===== config.mk =====
export PLATFORM = sky130hd
export DESIGN_NAME = sceme_top
export DESIGN_NICKNAME = d
export VERILOG_FILES = /design/src/sceme_pkg.sv /design/src/sceme_chg_det.sv /design/src/sceme_top.sv
export SDC_FILE = /design/constraint.sdc
export NUM_CORES = 1
export LEC_CHECK = 0
export BUFFER_PORTS_ARGS = -buffer_cell sky130_fd_sc_hd__buf_2
export CAP_MARGIN = 20
export CORE_ASPECT_RATIO = 0.75
export CORE_UTILIZATION = 38
export CTS_CLUSTER_DIAMETER = 120
export DETAILED_ROUTE_END_ITERATION = 8
export PLACE_DENSITY = 0.79
export RECOVER_POWER = 25
export SYNTH_ARGS = -nofsm -noshare
export SYNTH_HDL_FRONTEND = slang
export SYNTH_SLANG_ARGS = --single-unit

===== constraint.sdc =====
create_clock -name mclk -period 1.7 [get_ports mclk]
set_clock_uncertainty 0.1 [all_clocks]
set_input_delay 0 -clock mclk [delete_from_list [all_inputs] [get_ports mclk]]
set_output_delay 0 -clock mclk [all_outputs]
set_load 0.005 [all_outputs]

===== src/sceme_pkg.sv =====
// Constants shared by the socket change event and mask logic
package sceme_pkg;

  // Register port widths
  localparam int unsigned SCEME_ADDR_W = 8;
  localparam int unsigned SCEME_DATA_W = 32;

  // Register offsets (byte addresses)
  localparam logic [SCEME_ADDR_W-1:0] SCEME_FLAGS_OFS = 8'h00;
  localparam logic [SCEME_ADDR_W-1:0] SCEME_MASK_OFS  = 8'h04;

  // Number of implemented event positions in both registers
  localparam int unsigned SCEME_NUM_EVT = 4;

  // Field positions, shared by the flag and the enable register
  localparam int unsigned SCEME_BIT_CSTS = 0;
  localparam int unsigned SCEME_BIT_DET1 = 1;
  localparam int unsigned SCEME_BIT_DET2 = 2;
  localparam int unsigned SCEME_BIT_PWR  = 3;

  // Reset values
  localparam logic [SCEME_NUM_EVT-1:0] SCEME_FLAGS_RST = 4'h0;
  localparam logic [SCEME_NUM_EVT-1:0] SCEME_MASK_RST  = 4'h0;
  localparam logic [SCEME_DATA_W-1:0]  SCEME_RDATA_RST = 32'h0000_0000;

  // Two-bit detect enable code that lets insertion and removal through
  localparam logic [1:0] SCEME_DET_ON = 2'h3;

  // Filler for the reserved upper positions on read
  localparam logic [SCEME_DATA_W-SCEME_NUM_EVT-1:0] SCEME_RESERVED_RD = 28'h0;

endpackage : sceme_pkg


===== src/sceme_chg_det.sv =====
// Per-bit rising and falling edge detector for synchronous levels
`timescale 1ns/1ps
`default_nettype none

module sceme_chg_det #(
  parameter int unsigned WIDTH = 4
) (
  input  wire logic             mclk,
  input  wire logic             reset,
  input  wire logic [WIDTH-1:0] level_in,
  output logic      [WIDTH-1:0] rise_out,
  output logic      [WIDTH-1:0] fall_out
);

  typedef struct packed {
    logic [WIDTH-1:0] prev;
    logic             primed;
  } sceme_det_state_t;

  sceme_det_state_t st_ff;
  sceme_det_state_t nxt_st;

  // First cycle after reset only learns the level, so no false edge
  always_comb begin
    nxt_st        = st_ff;
    nxt_st.prev   = level_in;
    nxt_st.primed = 1'b1;
  end

  always_ff @(posedge mclk or posedge reset) begin
    if (reset) begin
      st_ff <= '0;
    end else begin
      st_ff <= nxt_st;
    end
  end

  // Edge outputs per bit
  generate
    for (genvar i = 0; i < WIDTH; i++) begin : g_bit
      assign rise_out[i] = st_ff.primed & level_in[i] & ~st_ff.prev[i];
      assign fall_out[i] = st_ff.primed & ~level_in[i] & st_ff.prev[i];
    end
  endgenerate

endmodule : sceme_chg_det

`default_nettype wire


===== src/sceme_top.sv =====
// Socket status change flags, interrupt enables and status change request
`timescale 1ns/1ps
`default_nettype none

// Functional notes
// Flags only record that a condition changed, never its direction.
// Software reads present socket state elsewhere, not from the flags.
// Writing 1 to a flag position clears it; 0 leaves it alone.
// A 1 in the force-event input sets that flag like a change.
// Reset clears every event flag.
// Leaving card reset re-sets flags if status or detect still asserted.
// Software clears all flags before enabling the interrupt.
// A flag left set when enabled raises the interrupt at once.
// Bits 31 to 4 of both registers read as zero.
// Flag bit 3 sets on any power-cycle state change.
// Flag bit 2 sets on any second card-detect state change.
// Flag bit 1 sets on any first card-detect state change.
// CardBus card: flag bit 0 sets only on card status rising edge.
// 16-bit card: flag bit 0 sets on both card status edges.
// Enables gate only the interrupt; flags set regardless.
// Enable bit 3 high lets power-cycle flag raise the interrupt.
// Detect enable bits 2:1 at 11 pass detect flags; 00 blocks.
// Enable bit 0 high lets card status flag raise the interrupt.
// Interrupt stands while any enabled flag is set, drops when none.
module sceme_top (
  input  wire logic                          mclk,
  input  wire logic                          reset,
  input  wire logic                          reg_wr,
  input  wire logic                          reg_rd,
  input  wire logic [sceme_pkg::SCEME_ADDR_W-1:0] reg_addr,
  input  wire logic [sceme_pkg::SCEME_DATA_W-1:0] reg_wdata,
  output logic      [sceme_pkg::SCEME_DATA_W-1:0] reg_rdata,
  output logic                               reg_rvalid,
  input  wire logic                          power_cycle_state,
  input  wire logic                          detect2_state,
  input  wire logic                          detect1_state,
  input  wire logic                          card_status_state,
  input  wire logic                          card_is_cardbus,
  input  wire logic                          card_reset_release,
  input  wire logic [sceme_pkg::SCEME_NUM_EVT-1:0] force_event,
  output logic                               status_change_interrupt
);

  import sceme_pkg::*;

  typedef struct packed {
    logic [SCEME_NUM_EVT-1:0] flags;
    logic [SCEME_NUM_EVT-1:0] mask;
    logic [SCEME_DATA_W-1:0]  rdata;
    logic                     rvalid;
    logic                     irq;
  } sceme_state_t;

  sceme_state_t st_ff;
  sceme_state_t nxt_st;

  logic [SCEME_NUM_EVT-1:0] levels;
  logic [SCEME_NUM_EVT-1:0] rise;
  logic [SCEME_NUM_EVT-1:0] fall;
  logic [SCEME_NUM_EVT-1:0] chg;
  logic [SCEME_NUM_EVT-1:0] edge_set;
  logic [SCEME_NUM_EVT-1:0] release_set;
  logic [SCEME_NUM_EVT-1:0] evt_set;
  logic [SCEME_NUM_EVT-1:0] clr;
  logic                     wr_flags;
  logic                     wr_mask;
  logic                     rd_flags;
  logic                     rd_mask;

  // Monitored levels laid out at their flag positions
  always_comb begin
    levels                 = '0;
    levels[SCEME_BIT_PWR]  = power_cycle_state;
    levels[SCEME_BIT_DET2] = detect2_state;
    levels[SCEME_BIT_DET1] = detect1_state;
    levels[SCEME_BIT_CSTS] = card_status_state;
  end

  // Edge detection on all four monitored levels
  sceme_chg_det #(
    .WIDTH    (SCEME_NUM_EVT)
  ) u_chg_det (
    .mclk     (mclk),
    .reset    (reset),
    .level_in (levels),
    .rise_out (rise),
    .fall_out (fall)
  );

  // Expand the two-bit detect code into per-flag interrupt enables
  function automatic logic [SCEME_NUM_EVT-1:0] eff_mask(
    input logic [SCEME_NUM_EVT-1:0] m
  );
    logic det_on;
    det_on = (m[SCEME_BIT_DET2:SCEME_BIT_DET1] == SCEME_DET_ON);
    eff_mask                 = '0;
    eff_mask[SCEME_BIT_PWR]  = m[SCEME_BIT_PWR];
    eff_mask[SCEME_BIT_DET2] = det_on;
    eff_mask[SCEME_BIT_DET1] = det_on;
    eff_mask[SCEME_BIT_CSTS] = m[SCEME_BIT_CSTS];
  endfunction : eff_mask

  // Register decode
  assign wr_flags = reg_wr && (reg_addr == SCEME_FLAGS_OFS);
  assign wr_mask  = reg_wr && (reg_addr == SCEME_MASK_OFS);
  assign rd_flags = reg_rd && (reg_addr == SCEME_FLAGS_OFS);
  assign rd_mask  = reg_rd && (reg_addr == SCEME_MASK_OFS);

  // Write-one-to-clear pattern for the flag register
  assign clr = wr_flags ? reg_wdata[SCEME_NUM_EVT-1:0] : '0;

  // Change events, direction discarded
  always_comb begin
    chg      = rise | fall;
    edge_set = '0;
    edge_set[SCEME_BIT_PWR]  = chg[SCEME_BIT_PWR];
    edge_set[SCEME_BIT_DET2] = chg[SCEME_BIT_DET2];
    edge_set[SCEME_BIT_DET1] = chg[SCEME_BIT_DET1];
    if (card_is_cardbus) begin
      edge_set[SCEME_BIT_CSTS] = rise[SCEME_BIT_CSTS];
    end else begin
      edge_set[SCEME_BIT_CSTS] = chg[SCEME_BIT_CSTS];
    end
  end

  // Status or detect still present when the card comes out of reset
  always_comb begin
    release_set = '0;
    if (card_reset_release) begin
      release_set[SCEME_BIT_CSTS] = card_status_state;
      release_set[SCEME_BIT_DET1] = detect1_state;
      release_set[SCEME_BIT_DET2] = detect2_state;
    end
  end

  // All set sources; force acts exactly like a real change
  assign evt_set = edge_set | release_set | force_event;

  // Next state: flags, enables, read data and interrupt
  always_comb begin
    nxt_st        = st_ff;
    // Set wins over a clear in the same cycle, enables play no part
    nxt_st.flags  = (st_ff.flags & ~clr) | evt_set;
    if (wr_mask) begin
      nxt_st.mask = reg_wdata[SCEME_NUM_EVT-1:0];
    end
    nxt_st.rvalid = reg_rd;
    if (rd_flags) begin
      nxt_st.rdata = {SCEME_RESERVED_RD, st_ff.flags};
    end else if (rd_mask) begin
      nxt_st.rdata = {SCEME_RESERVED_RD, st_ff.mask};
    end else if (reg_rd) begin
      nxt_st.rdata = SCEME_RDATA_RST;
    end
    // Level request from the next-state flags and enables, registered with them
    nxt_st.irq = |(nxt_st.flags & eff_mask(nxt_st.mask));
  end

  // State register; reset clears every flag
  always_ff @(posedge mclk or posedge reset) begin
    if (reset) begin
      st_ff.flags  <= SCEME_FLAGS_RST;
      st_ff.mask   <= SCEME_MASK_RST;
      st_ff.rdata  <= SCEME_RDATA_RST;
      st_ff.rvalid <= 1'b0;
      st_ff.irq    <= 1'b0;
    end else begin
      st_ff <= nxt_st;
    end
  end

  // Outputs straight from the state register
  assign reg_rdata               = st_ff.rdata;
  assign reg_rvalid              = st_ff.rvalid;
  assign status_change_interrupt = st_ff.irq;
endmodule : sceme_top

`default_nettype wire


==> key figures, run 1 <==
Timing
  – Final hold vios: 0
  – RSZ-0062 raised after global routing: false
  – Measured slew at the worst slew-check pin: ~0.7 ns
  – Max Fclk: 0.6032 GHz
  – Max-slew violation count: 0
  – Final Setup Violations: 0
  – Period minus WS final: 1.658 ns
  – PnR worst setup slack: 0.04210 ns
  – Final period util: 97.52%
  – Max-slew headroom: 52.43%

Synth
  – Register area share after synthesis: 43.78%
  – Post-synthesis mux area share: 8.756%
  – Post-synth design cell area: ~1100 um2
  – Largest family of logic cells by synthesized area: buffers and inverters
  – Post-Synth Simple-Gate Area: 9.908%
  – Post-Synth Adder-Cell Area: 0%
  – Post-synthesis compound-gate area fraction: 10.25%
  – Syn avg cell area: about 10 um2
  – Post-Synth XOR/XNOR Area: under 10%
  – Unique masters post-synth: 27
  – Mapped Cells: 104
  – Synth Register Bits: 19
  – Synthesis warning total: 0

Drt
  – Vias: 796
  – DRC: 0
  – DR iter-0 viols: 19
  – Drt wl/cell: 11.24 um
  – Drt total wl: approximately 2.1 mm
  – Vias per cell: 4.326
  – Detail Route Antenna Nets: 0
  – Drt pass-1 iters: 4

Critical path
  – CP max stage cell: dfrtp_2
  – Critical Path Source: u_chg_det.st_ff[0]
  – Critical Path Most Common Cell: a221o_1
  – Reg2reg start: u_chg_det.st_ff[0]
  – Critical path capture point type: register
  – CP max stage delay: about 0.44 ns
  – Critical path class: register to register
  – CP Cell Sequence: buf_4, a221o_1, a21o_1, a221o_1
  – Reg-to-reg endpoint: status_change_interrupt
  – CP endpoint: status_change_interrupt
  – FF-to-FF path depth: 4
  – Reg2reg setup slack: about 0.042 ns
  – Req. time, crit path: 1.74 ns
  – Crit path launch type: register
  – CP max FO: 5
  – Critical Path AT: about 1.7 ns

Die
  – Die height: 48.30 um
  – Die area: 3078 um2
  – Starting density of the core: 40.79%
  – Row Count: 16
  – Chip width: 63.73 um
  – I/O Pins: a little under 90
  – Core region area: 2663 um2

Clock network
  – Maximum clock path buffer count: 2
  – CTS Buf Count: 3
  – Clock transition at path regs: approximately 0.07 ns
  – CTS Sinks: 19
  – H-tree depth: 1
  – Skew-Pair Late Insertion Delay: 0.25 ns
  – Clk root buf: clkbuf_8
  – CTS tree: yes

Cells and area
  – Non-filler cells in the finished layout: 184
  – Multi-input combinational cell area: approximately 440 um2
  – Ant diodes: 0
  – Util after Layout: about half
  – Fin nets: approximately 200
  – Filler cells: 244
  – Share of cells above drive strength 1: 25.68%
  – Sequential Area: 476.7 um2
  – P&R area growth vs syn: 22.58%

Power and ir drop
  – Cell internal pwr: 698.2 uW
  – LEAKAGE: 0.0006685 uW
  – Net switching power: 218.3 uW
  – Clock group share of total power: 33.6%
  – Peak VDD IR: ~0.0006 V
  – Pwr Total: 916.5 uW
  – Net Sw Frac: 23.82%
  – Gate power share: 14.5%
  – Power per Cell Area: a little under 700 nW/um2
  – Flop pwr share: 51.9%

Global routing
  – Initial antenna violation count: 0
  – Vias in the first global route: 707
  – Total congestion overflow: 0
  – Tot GR Track Use: 13.68%
  – Largest net degree at the start of global routing: 20
  – First-pass GRT wire length: 3.139 mm

Status
  – Status: completed

Placed design
  – Dpl ws: -0.01258 ns
  – Port Buffers: 31
  – Placed insts: about 170
  – Routability congestion estimate: 0.8064
  – DP HPWL: roughly 1.6 mm

Hold path
  – Worst hold start: force_event[1]
  – Hold crit path type: input port to register

Run
  – MaxCap Viol Count: 0
cell usage after synthesis:
master | instances | share of area (%)
a21oi_1 | 2 | 0.92
nor3_1 | 1 | 0.46
a211o_1 | 1 | 0.81
o22ai_1 | 4 | 2.3
buf_4 | 32 | 22
nor2b_1 | 2 | 1.2
inv_1 | 7 | 2.4
and4b_1 | 1 | 0.92
a21o_1 | 1 | 0.69
nand3_1 | 1 | 0.46
xor2_1 | 2 | 1.6
nand2_1 | 4 | 1.4
nand2b_1 | 2 | 1.2
nand4_1 | 2 | 1.2
mux2_2 | 4 | 4.1
and3_1 | 1 | 0.58
a31oi_1 | 1 | 0.58
o21a_1 | 1 | 0.69
a221o_1 | 3 | 2.8
o22a_1 | 1 | 0.81
o211ai_1 | 1 | 0.69
dfrtp_1 | 19 | 44
conb_1 | 2 | 0.69
mux2i_1 | 5 | 4.6
buf_2 | 1 | 0.46
nor2_1 | 2 | 0.69
nor4_4 | 1 | 2.0
sequential cells by signal, indices dropped and copies added, names as in the netlist:
| register | flops |
|---|---|
| reg_rdata | 4 |
| reg_rvalid | 1 |
| st_ff | 8 |
| status_change_interrupt | 1 |
| u_chg_det.st_ff | 5 |
logic make-up (layout without fill, tap and decap cells):
logic type | count (synthesis) | in the layout
AOI/OAI and AO/OA | 15 | 15
DFF | 19 | 19
and+or+nand+nor | 17 | 17
buffers and inverters | 40 | 57
muxes | 9 | 9
other | 2 | 29
xor gates and xnor gates | 2 | 2
cells in the final DEF, fill, tap and decap left out, types with 2 or more instances in the layout:
master         count
inv_1              7
nand2b_1           2
dfrtp_1           18
nand2_1            4
buf_4              2
nand4_1            2
buf_2             26
dlygate4sd3_1     13
clkbuf_1           6
o22ai_1            4
nor2_1             2
nor2b_1            2
clkbuf_8           3
conb_1            29
mux2_2             4
xor2_1             2
a221o_1            3
mux2i_1            5
metal layers:
layer	share of wire (%)	track usage (%)	up-vias
met3	5.8	4.953	2
met1	43	16.24	375
met5	0	0	-
met4	0.68	5.303	0
li1	-	-	384
met2	51	22.52	35
worst min path at each step:
stage                              endpoint  slack [ns]  cells past startpoint
floorplan                      reg_rdata[0]       -0.15                      1
CTS                               st_ff[39]       0.005                      4
global placement    status_change_interrupt        0.02                      2
finish                            st_ff[39]       0.005                      4
detailed placement  status_change_interrupt        0.05                      2
global route                      st_ff[39]        0.02                      4
per-stage QoR:
step	setup TNS (ns)	area, um2	hold slack (ns)
final	0	1331	0.005432
after floorplan	0	1187	-0.1489
after CTS	0	1325	0.005385
after global placement	0	1150	0.01991
after detailed placement	-0.01258	1150	0.04542
after global routing	0	1331	0.02213
what timing repair did:
action,CTS,global route
hold buffers,13,0
buffers inserted,0,1
resized for setup,0,2
setup endpoints to repair,0,1
hold endpoints to repair,35,0
power by group through the flow:
stage | registers (uW) | logic, uW | clock network, uW
final | 475 | 133 | 308
after global routing | 476 | 146 | 342
after CTS | 475 | 130 | 314
after detailed placement | 483 | 107 | 0
after global placement | 481 | 102 | 0
after floorplan | 481 | 103 | 0
final cells by class:
class                           count  area share, %
Clock buffer                        4          3.383
Inverter                            7          1.974
Multi-Input combinational cell     72          33.36
Sequential cell                    19          35.81
Tap cell                           36          3.383
Timing Repair Buffer               46          22.09
critical path, delay by kind of cell, from the launching register on:
family                 cells  cell delay [ns]
AOI/OAI and AO/OA          3             0.87
DFF                        1             0.44
buffers and inverters      1             0.14
No activity file was read; power rests on OpenSTA's default activity.
==> inputs of run 2 (changes only) <==
--- a/config.mk
+++ b/config.mk
@@ -7,11 +7,14 @@
 export LEC_CHECK = 0
 export BUFFER_PORTS_ARGS = -buffer_cell sky130_fd_sc_hd__buf_2
 export CAP_MARGIN = 20
+export CELL_PAD_IN_SITES_DETAIL_PLACEMENT = 1
+export CELL_PAD_IN_SITES_GLOBAL_PLACEMENT = 1
 export CORE_ASPECT_RATIO = 0.75
-export CORE_UTILIZATION = 38
+export CORE_UTILIZATION = 27
+export CTS_BUF_LIST = sky130_fd_sc_hd__clkbuf_8
 export CTS_CLUSTER_DIAMETER = 120
 export DETAILED_ROUTE_END_ITERATION = 8
-export PLACE_DENSITY = 0.79
+export PLACE_DENSITY_LB_ADDON = 0.1
 export RECOVER_POWER = 25
 export SYNTH_ARGS = -nofsm -noshare
 export SYNTH_HDL_FRONTEND = slang
==> constraint.sdc (replaced) <==
create_clock -name mclk -period 1.7 [get_ports mclk]
set_clock_uncertainty 0.1 [all_clocks]
set_input_delay 0.17 -clock mclk [delete_from_list [all_inputs] [get_ports mclk]]
set_output_delay 0.17 -clock mclk [all_outputs]
set_load 0.005 [all_outputs]
==> run 2 against run 1 <==
Against the previous run:
- hold slack better by 0.042 ns
- sequential share of layout area up 0.69 points
- global-route usage down 2.7 points
- combinational power down 7%
- final cell count up 7.1%
- count of clock-buffer cells in the layout down 1
- clock power about the same
- via count down 4.3%
- worst setup slack better by 0.050 ns
- critical endpoint unchanged
- highest routed layer unchanged
==> key figures, run 2 (synthesis gave the netlist of run 1 again) <==
Power and ir drop
  – Net switching power: roughly 220 uW
  – LEAKAGE: 0.0006616 uW
  – Gate power share: 13.7%
  – Flop pwr share: a little over half
  – Peak VDD IR: 0.0004119 V
  – Cell internal pwr: 687.1 uW
  – Net Sw Frac: 24.37%
  – Pwr Total: 908.5 uW
  – Clock group share of total power: 34.2%
  – Power per Cell Area: 695.5 nW/um2

Cells and area
  – Fin nets: 200
  – Leading cell type in the layout, fill and taps excluded: conb_1
  – Design area: 1306 um2
  – Most flop-heavy register: st_ff
  – Ant diodes: 0
  – Commonest cells after routing, fill and taps aside: conb_1, buf_2, dfrtp_1, inv_1, dlygate4sd3_1
  – Share of cells above drive strength 1: 28.97%
  – Max FFs per register: 8
  – P&R area growth vs syn: 20.28%

Timing
  – PnR worst setup slack: between 0.09 and 0.1 ns
  – Final Setup Violations: 0
  – RSZ-0062 raised after global routing: false
  – Max-slew violation count: 0
  – Final hold vios: 0
  – Max Fclk: about 0.62 GHz
  – Period minus WS final: 1.608 ns
  – Worst hold margin: about 0.047 ns
  – Final period util: a little over nine tenths

Placed design
  – Area after DPL: 1200 um2
  – Port Buffers: 31
  – Routability congestion estimate: about 0.70
  – DP HPWL: 1.739 mm
  – Dpl ws: -0.1752 ns

Die
  – I/O Pins: 88
  – Row Count: 19
  – Die area: between 4000 and 5000 um2
  – Starting density of the core: 28.91%
  – Chip width: 75.24 um
  – Die height: 56.93 um
  – Core region area: 3756 um2

Global routing
  – Tot GR Track Use: 11.01%
  – Initial antenna violation count: 0
  – Total congestion overflow: 0
  – Vias in the first global route: between 700 and 800
  – First-pass GRT wire length: 3.394 mm
  – Largest net degree at the start of global routing: 20

Critical path
  – Crit path launch type: register
  – Critical path capture point type: register
  – FF-to-FF path depth: 4
  – Reg2reg start: u_chg_det.st_ff[0]
  – CP endpoint: status_change_interrupt
  – Critical Path Source: u_chg_det.st_ff[0]
  – Critical Path AT: between 1.5 and 2 ns
  – CP max FO: 4
  – Reg-to-reg endpoint: status_change_interrupt
  – Critical path class: register to register
  – Req. time, crit path: 1.74 ns
  – Reg2reg setup slack: 0.09 ns

Clock network
  – Clk root buf: clkbuf_8
  – CTS Sinks: 19
  – Maximum clock path buffer count: 2
  – Clock transition at path regs: approximately 0.07 ns
  – H-tree depth: 1
  – Skew-Pair Late Insertion Delay: 0.25 ns
  – CTS Buf Count: 3
  – CTS tree: yes

Hold path
  – Hold crit path type: input port to register

Drt
  – Drt wl/cell: between 10 and 15 um
  – Vias per cell: around 3.9
  – Vias: 762
  – Drt pass-1 iters: 4
  – Drt total wl: 2.168 mm
  – DRC: 0
  – DR iter-0 viols: 11
  – Detail Route Antenna Nets: 0

Run
  – MaxCap Viol Count: 0

Status
  – Status: completed
==> run 2: cell count changes in the layout (fill, tap and decap cells not counted), sizes merged <==
cell,change
dlygate4sd3,-7
buf,+3
clkinv,+1
==> run 2: critical path: stages, from the launching register on <==
cell,delay (ns)
dfrtp_2,0.42
buf_4,0.14
a221o_1,0.33
a21o_1,0.17
a221o_1,0.33
==> run 2: per-layer routing <==
metal,share of wire [%],GRT usage [%],vias up
li1,-,-,375
met1,47,14.38,347
met2,43,17.63,38
met3,8.7,3.770,2
met4,0.46,2.381,0
met5,0,0,-
==> run 2: area by class of cell <==
type	count	area (um2)
fillers	467	2450
repair buffers	43	251.5
multi-input cells	72	440.4
well taps	52	65.06
flip-flops and latches	19	476.7
clock buffers	3	41.29
inverters	7	26.28
clock inverters	1	5.005
==> run 2: power by group through the flow <==
stage	registers, uW	clock network (uW)	logic (uW)
final	474	311	124
after global routing	476	354	142
after CTS	474	330	126
after detailed placement	483	0	115
after global placement	483	0	114
after floorplan	481	0	103
==> run 2: what timing repair did <==
item | in CTS | in global routing
hold buffers | 6 | 0
resized for setup | 0 | 1
setup endpoints to repair | 0 | 1
buffers inserted | 0 | 1
endpoints found under the hold margin | 24 | 0
==> run 2: how the worst min path moves through the flow <==
stage / start / to / slack, ns / cells past startpoint
final: force_event[2] / st_ff[40] / 0.05 / 2
after global routing: force_event[3] / st_ff[41] / 0.05 / 2
after CTS: force_event[2] / st_ff[40] / 0.04 / 2
after detailed placement: reset / reg_rdata[3] / 0.11 / 3
after global placement: reset / reg_rdata[0] / 0.11 / 3
after floorplan: reset / reg_rdata[0] / 0.02 / 1
==> run 2: stage by stage <==
stage | utilization, % | setup TNS (ns) | std cells
6_report | 34.78 | 0 | 197
4_1_cts | 34.78 | 0 | 196
3_3_place_gp | 31.95 | -0.1581 | 186
2_1_floorplan | - | 0 | 131
3_5_place_dp | 31.95 | -0.1752 | 186
5_1_grt | 34.78 | 0 | 197
==> inputs of run 3 (changes only) <==
--- a/config.mk
+++ b/config.mk
@@ -10,12 +10,14 @@
 export CELL_PAD_IN_SITES_DETAIL_PLACEMENT = 1
 export CELL_PAD_IN_SITES_GLOBAL_PLACEMENT = 1
 export CORE_ASPECT_RATIO = 0.75
-export CORE_UTILIZATION = 27
+export CORE_UTILIZATION = 28
 export CTS_BUF_LIST = sky130_fd_sc_hd__clkbuf_8
 export CTS_CLUSTER_DIAMETER = 120
 export DETAILED_ROUTE_END_ITERATION = 8
 export PLACE_DENSITY_LB_ADDON = 0.1
 export RECOVER_POWER = 25
+export REMOVE_ABC_BUFFERS = 1
 export SYNTH_ARGS = -nofsm -noshare
 export SYNTH_HDL_FRONTEND = slang
+export SYNTH_HIERARCHICAL = 1
 export SYNTH_SLANG_ARGS = --single-unit
==> run 3 against run 2 <==
Against the previous run:
- the flow now finishes with violations (setup timing)
- core utilization is 1.2 points higher
- sequential share of layout area fell by 1.5 points
- global-route usage rose by 0.77 points
- register-to-register slack got worse by 0.13 ns
- area after synthesis rose by 4.8%
- via count grew 9.8%
- power down 0.53%
- routed wire length is 11% higher
- critical path type unchanged
- largest cell class is now multi-input combinational cells
==> key figures, run 3 <==
Status
  – Status: finished with violations
  – Failing checks: setup timing

Synth
  – Post-synth top cells: buf_4, dfrtp_1, and3b_1, inv_1, nand2_1
  – Synth Register Bits: 19
  – Largest family of logic cells by synthesized area: buffers and inverters
  – Register area share after synthesis: 41.76%
  – Post-Synth Adder-Cell Area: 0%
  – Post-synthesis mux area share: 7.473%
  – Syn avg cell area: 10.35 um2
  – Post-synth top area share: 41.76%
  – Top-count cell post-synth: buf_4
  – Post-Synth Simple-Gate Area: 17.58%
  – Post-synthesis compound-gate area fraction: 7.912%
  – Post-synth design cell area: 1139 um2
  – Unique masters post-synth: 26
  – Synthesis warning total: 6
  – Post-Synth XOR/XNOR Area: 0%
  – Fraction of registers with async set/reset: 100.0%
  – Cell taking the most area after synthesis: dfrtp_1
  – Synth top area cells: dfrtp_1, buf_4, and3b_1, mux2_2, mux2i_1
  – Main flop type after synthesis: dfrtp_1
  – Mapped Cells: 110
  – EDFF count, synth: 0

Clock network
  – H-tree depth: 1
  – CTS Buf Count: 3
  – Skew-Pair Late Insertion Delay: 0.25 ns
  – CTS Sinks: 19
  – CTS tree: yes
  – Maximum clock path buffer count: 2
  – Clk root buf: clkbuf_8
  – Clock transition at path regs: 0.07 ns

Power and ir drop
  – Pwr Total: 903.6 uW
  – Peak VDD IR: 0.0002777 V
  – LEAKAGE: 0.0007003 uW
  – Power per Cell Area: 665.0 nW/um2

Placed design
  – DP HPWL: 1.926 mm
  – Routability congestion estimate: 0.6579
  – Area after DPL: 1236 um2
  – Port Buffers: 31

Die
  – Chip width: 75.64 um
  – Die height: 57.23 um
  – Row Count: 19
  – Die area: 4328 um2
  – Starting density of the core: 30.12%
  – Core region area: around 3800 um2
  – I/O Pins: 88

Drt
  – Vias per cell: 4.144
  – Vias: ~840
  – Drt wl/cell: 11.93 um
  – Drt pass-1 iters: 3
  – Drt total wl: 2.409 mm
  – Detail Route Antenna Nets: 0
  – DR iter-0 viols: 22
  – DRC: 0

Cells and area
  – Share of cells above drive strength 1: 29.33%
  – Design area: roughly 1400 um2
  – Fin nets: 205
  – Leading cell type in the layout, fill and taps excluded: conb_1
  – P&R area growth vs syn: 19.34%
  – Sequential Area: 475.5 um2
  – Filler cells: 455
  – Multi-input combinational cell area: 499.2 um2
  – Commonest cells after routing, fill and taps aside: conb_1, buf_2, dfrtp_1, inv_1, and3b_1
  – Max FFs per register: 8
  – Ant diodes: 0
  – Most flop-heavy register: st_ff

Timing
  – Final hold vios: 0
  – Max-slew headroom: between 60% and 70%
  – Period minus WS final: 1.733 ns
  – Final Setup Violations: 1
  – Max-slew violation count: 0
  – Final period util: 102.0%
  – Max Fclk: 0.5769 GHz
  – PnR worst setup slack: -0.03327 ns
  – RSZ-0062 raised after global routing: true
  – Measured slew at the worst slew-check pin: 0.5498 ns

Critical path
  – Reg2reg setup slack: -0.03 ns
  – Crit path launch type: register
  – Req. time, crit path: 1.74 ns
  – Critical Path AT: 1.77 ns
  – CP max stage delay: roughly 0.42 ns
  – CP max FO: 5
  – Critical path class: register to register
  – CP Cell Sequence: buf_6, and3b_1, a211oi_2, o21ai_1, a21o_1, a221o_1
  – CP max stage cell: dfrtp_1
  – Critical path capture point type: register

Global routing
  – Total congestion overflow: 0
  – Gr busiest metal: met2
  – GR Layer Usage met1: 14.90%
  – Initial antenna violation count: 0
  – Met2 Resource Use GR: approximately a fifth
  – First-pass GRT wire length: 3.712 mm
  – Largest net degree at the start of global routing: 15
  – Tot GR Track Use: 11.79%
  – Global routing usage on met3: 4.417%
  – Vias in the first global route: 802

Hold path
  – Hold crit path type: input port to register

Run
  – MaxCap Viol Count: 0
run 3: cell types whose count changed in the layout (fill, tap and decap cells not counted), sizes merged, moves of 2 or more:
cell	change
nor2b	-2
nand3	+2
a21oi	-2
a221o	-2
xor2	-2
nor3	+2
and3b	+8
a21o	+2
run 3: power breakdown:
part           internal, uW  switching, uW
clock                   160            140
sequential              466           7.29
combinational          61.2           68.2
run 3: metrics by stage:
step           utilization, %  instances  hold WS, ns  setup TNS (ns)  setup slack, ns
3_3_place_gp            32.70        191  -0.00006367         -0.2059          -0.2059
4_1_cts                 35.82        201     0.006635        -0.02519         -0.02519
6_report                35.95        202      0.04208        -0.03327         -0.03327
5_1_grt                 35.95        202      0.04536         -0.1339          -0.1339
3_5_place_dp            32.70        191    -0.004071         -0.1875          -0.1875
2_1_floorplan               -        104      -0.1515               0          0.03045
run 3: critical path: cells and delay by family (launching register included):
family | cells | cell delay [ns]
AO/OA/AOI/OAI | 4 | 0.78
AND/OR/NAND/NOR | 1 | 0.18
flip-flops | 1 | 0.42
buffers and inverters | 1 | 0.14
run 3: final cells by class:
type                       instances  share of cell area, %
clock inverter                     1                 0.2762
clock buffer                       3                  3.039
inverter                           7                  1.934
tap                               52                  4.788
multi-input combinational         78                  36.74
sequential                        19                  34.99
timing repair buffer              42                  18.23
run 3: what timing repair did:
item,in CTS,in global routing
hold buffers,5,0
hold endpoints to repair,23,0
pin swaps,8,2
setup buffers,1,1
endpoints found under the setup margin,1,1
resized for setup,4,1
run 3: logic make-up (layout without fill, tap and decap cells):
| family | count (synthesis) | count (layout) |
|---|---|---|
| DFF | 19 | 19 |
| other | 2 | 29 |
| AOI/OAI and AO/OA | 12 | 12 |
| and+or+nand+nor | 29 | 29 |
| buffers and inverters | 40 | 53 |
| muxes | 8 | 8 |
run 3: routing by layer:
layer	vias up	share of wire [%]
met5	-	0
met4	0	0.54
met3	2	6.2
met2	34	48
met1	406	45
li1	395	-
run 3: path summary, 6_finish.rpt:
| path | startpoint | end | cells past startpoint |
|---|---|---|---|
| worst max-delay path | u_chg_det/st_ff[0] | status_change_interrupt | 6 |
| worst min-delay path | force_event[3] | st_ff[41] | 2 |
| worst max register to register | u_chg_det/st_ff[0] | status_change_interrupt | 6 |
| worst min register to register | st_ff[38] | st_ff[38] | 1 |
| max in group asynchronous | reset | reg_rdata[0] | 3 |
| min in group asynchronous | reset | u_chg_det/st_ff[1] | 3 |
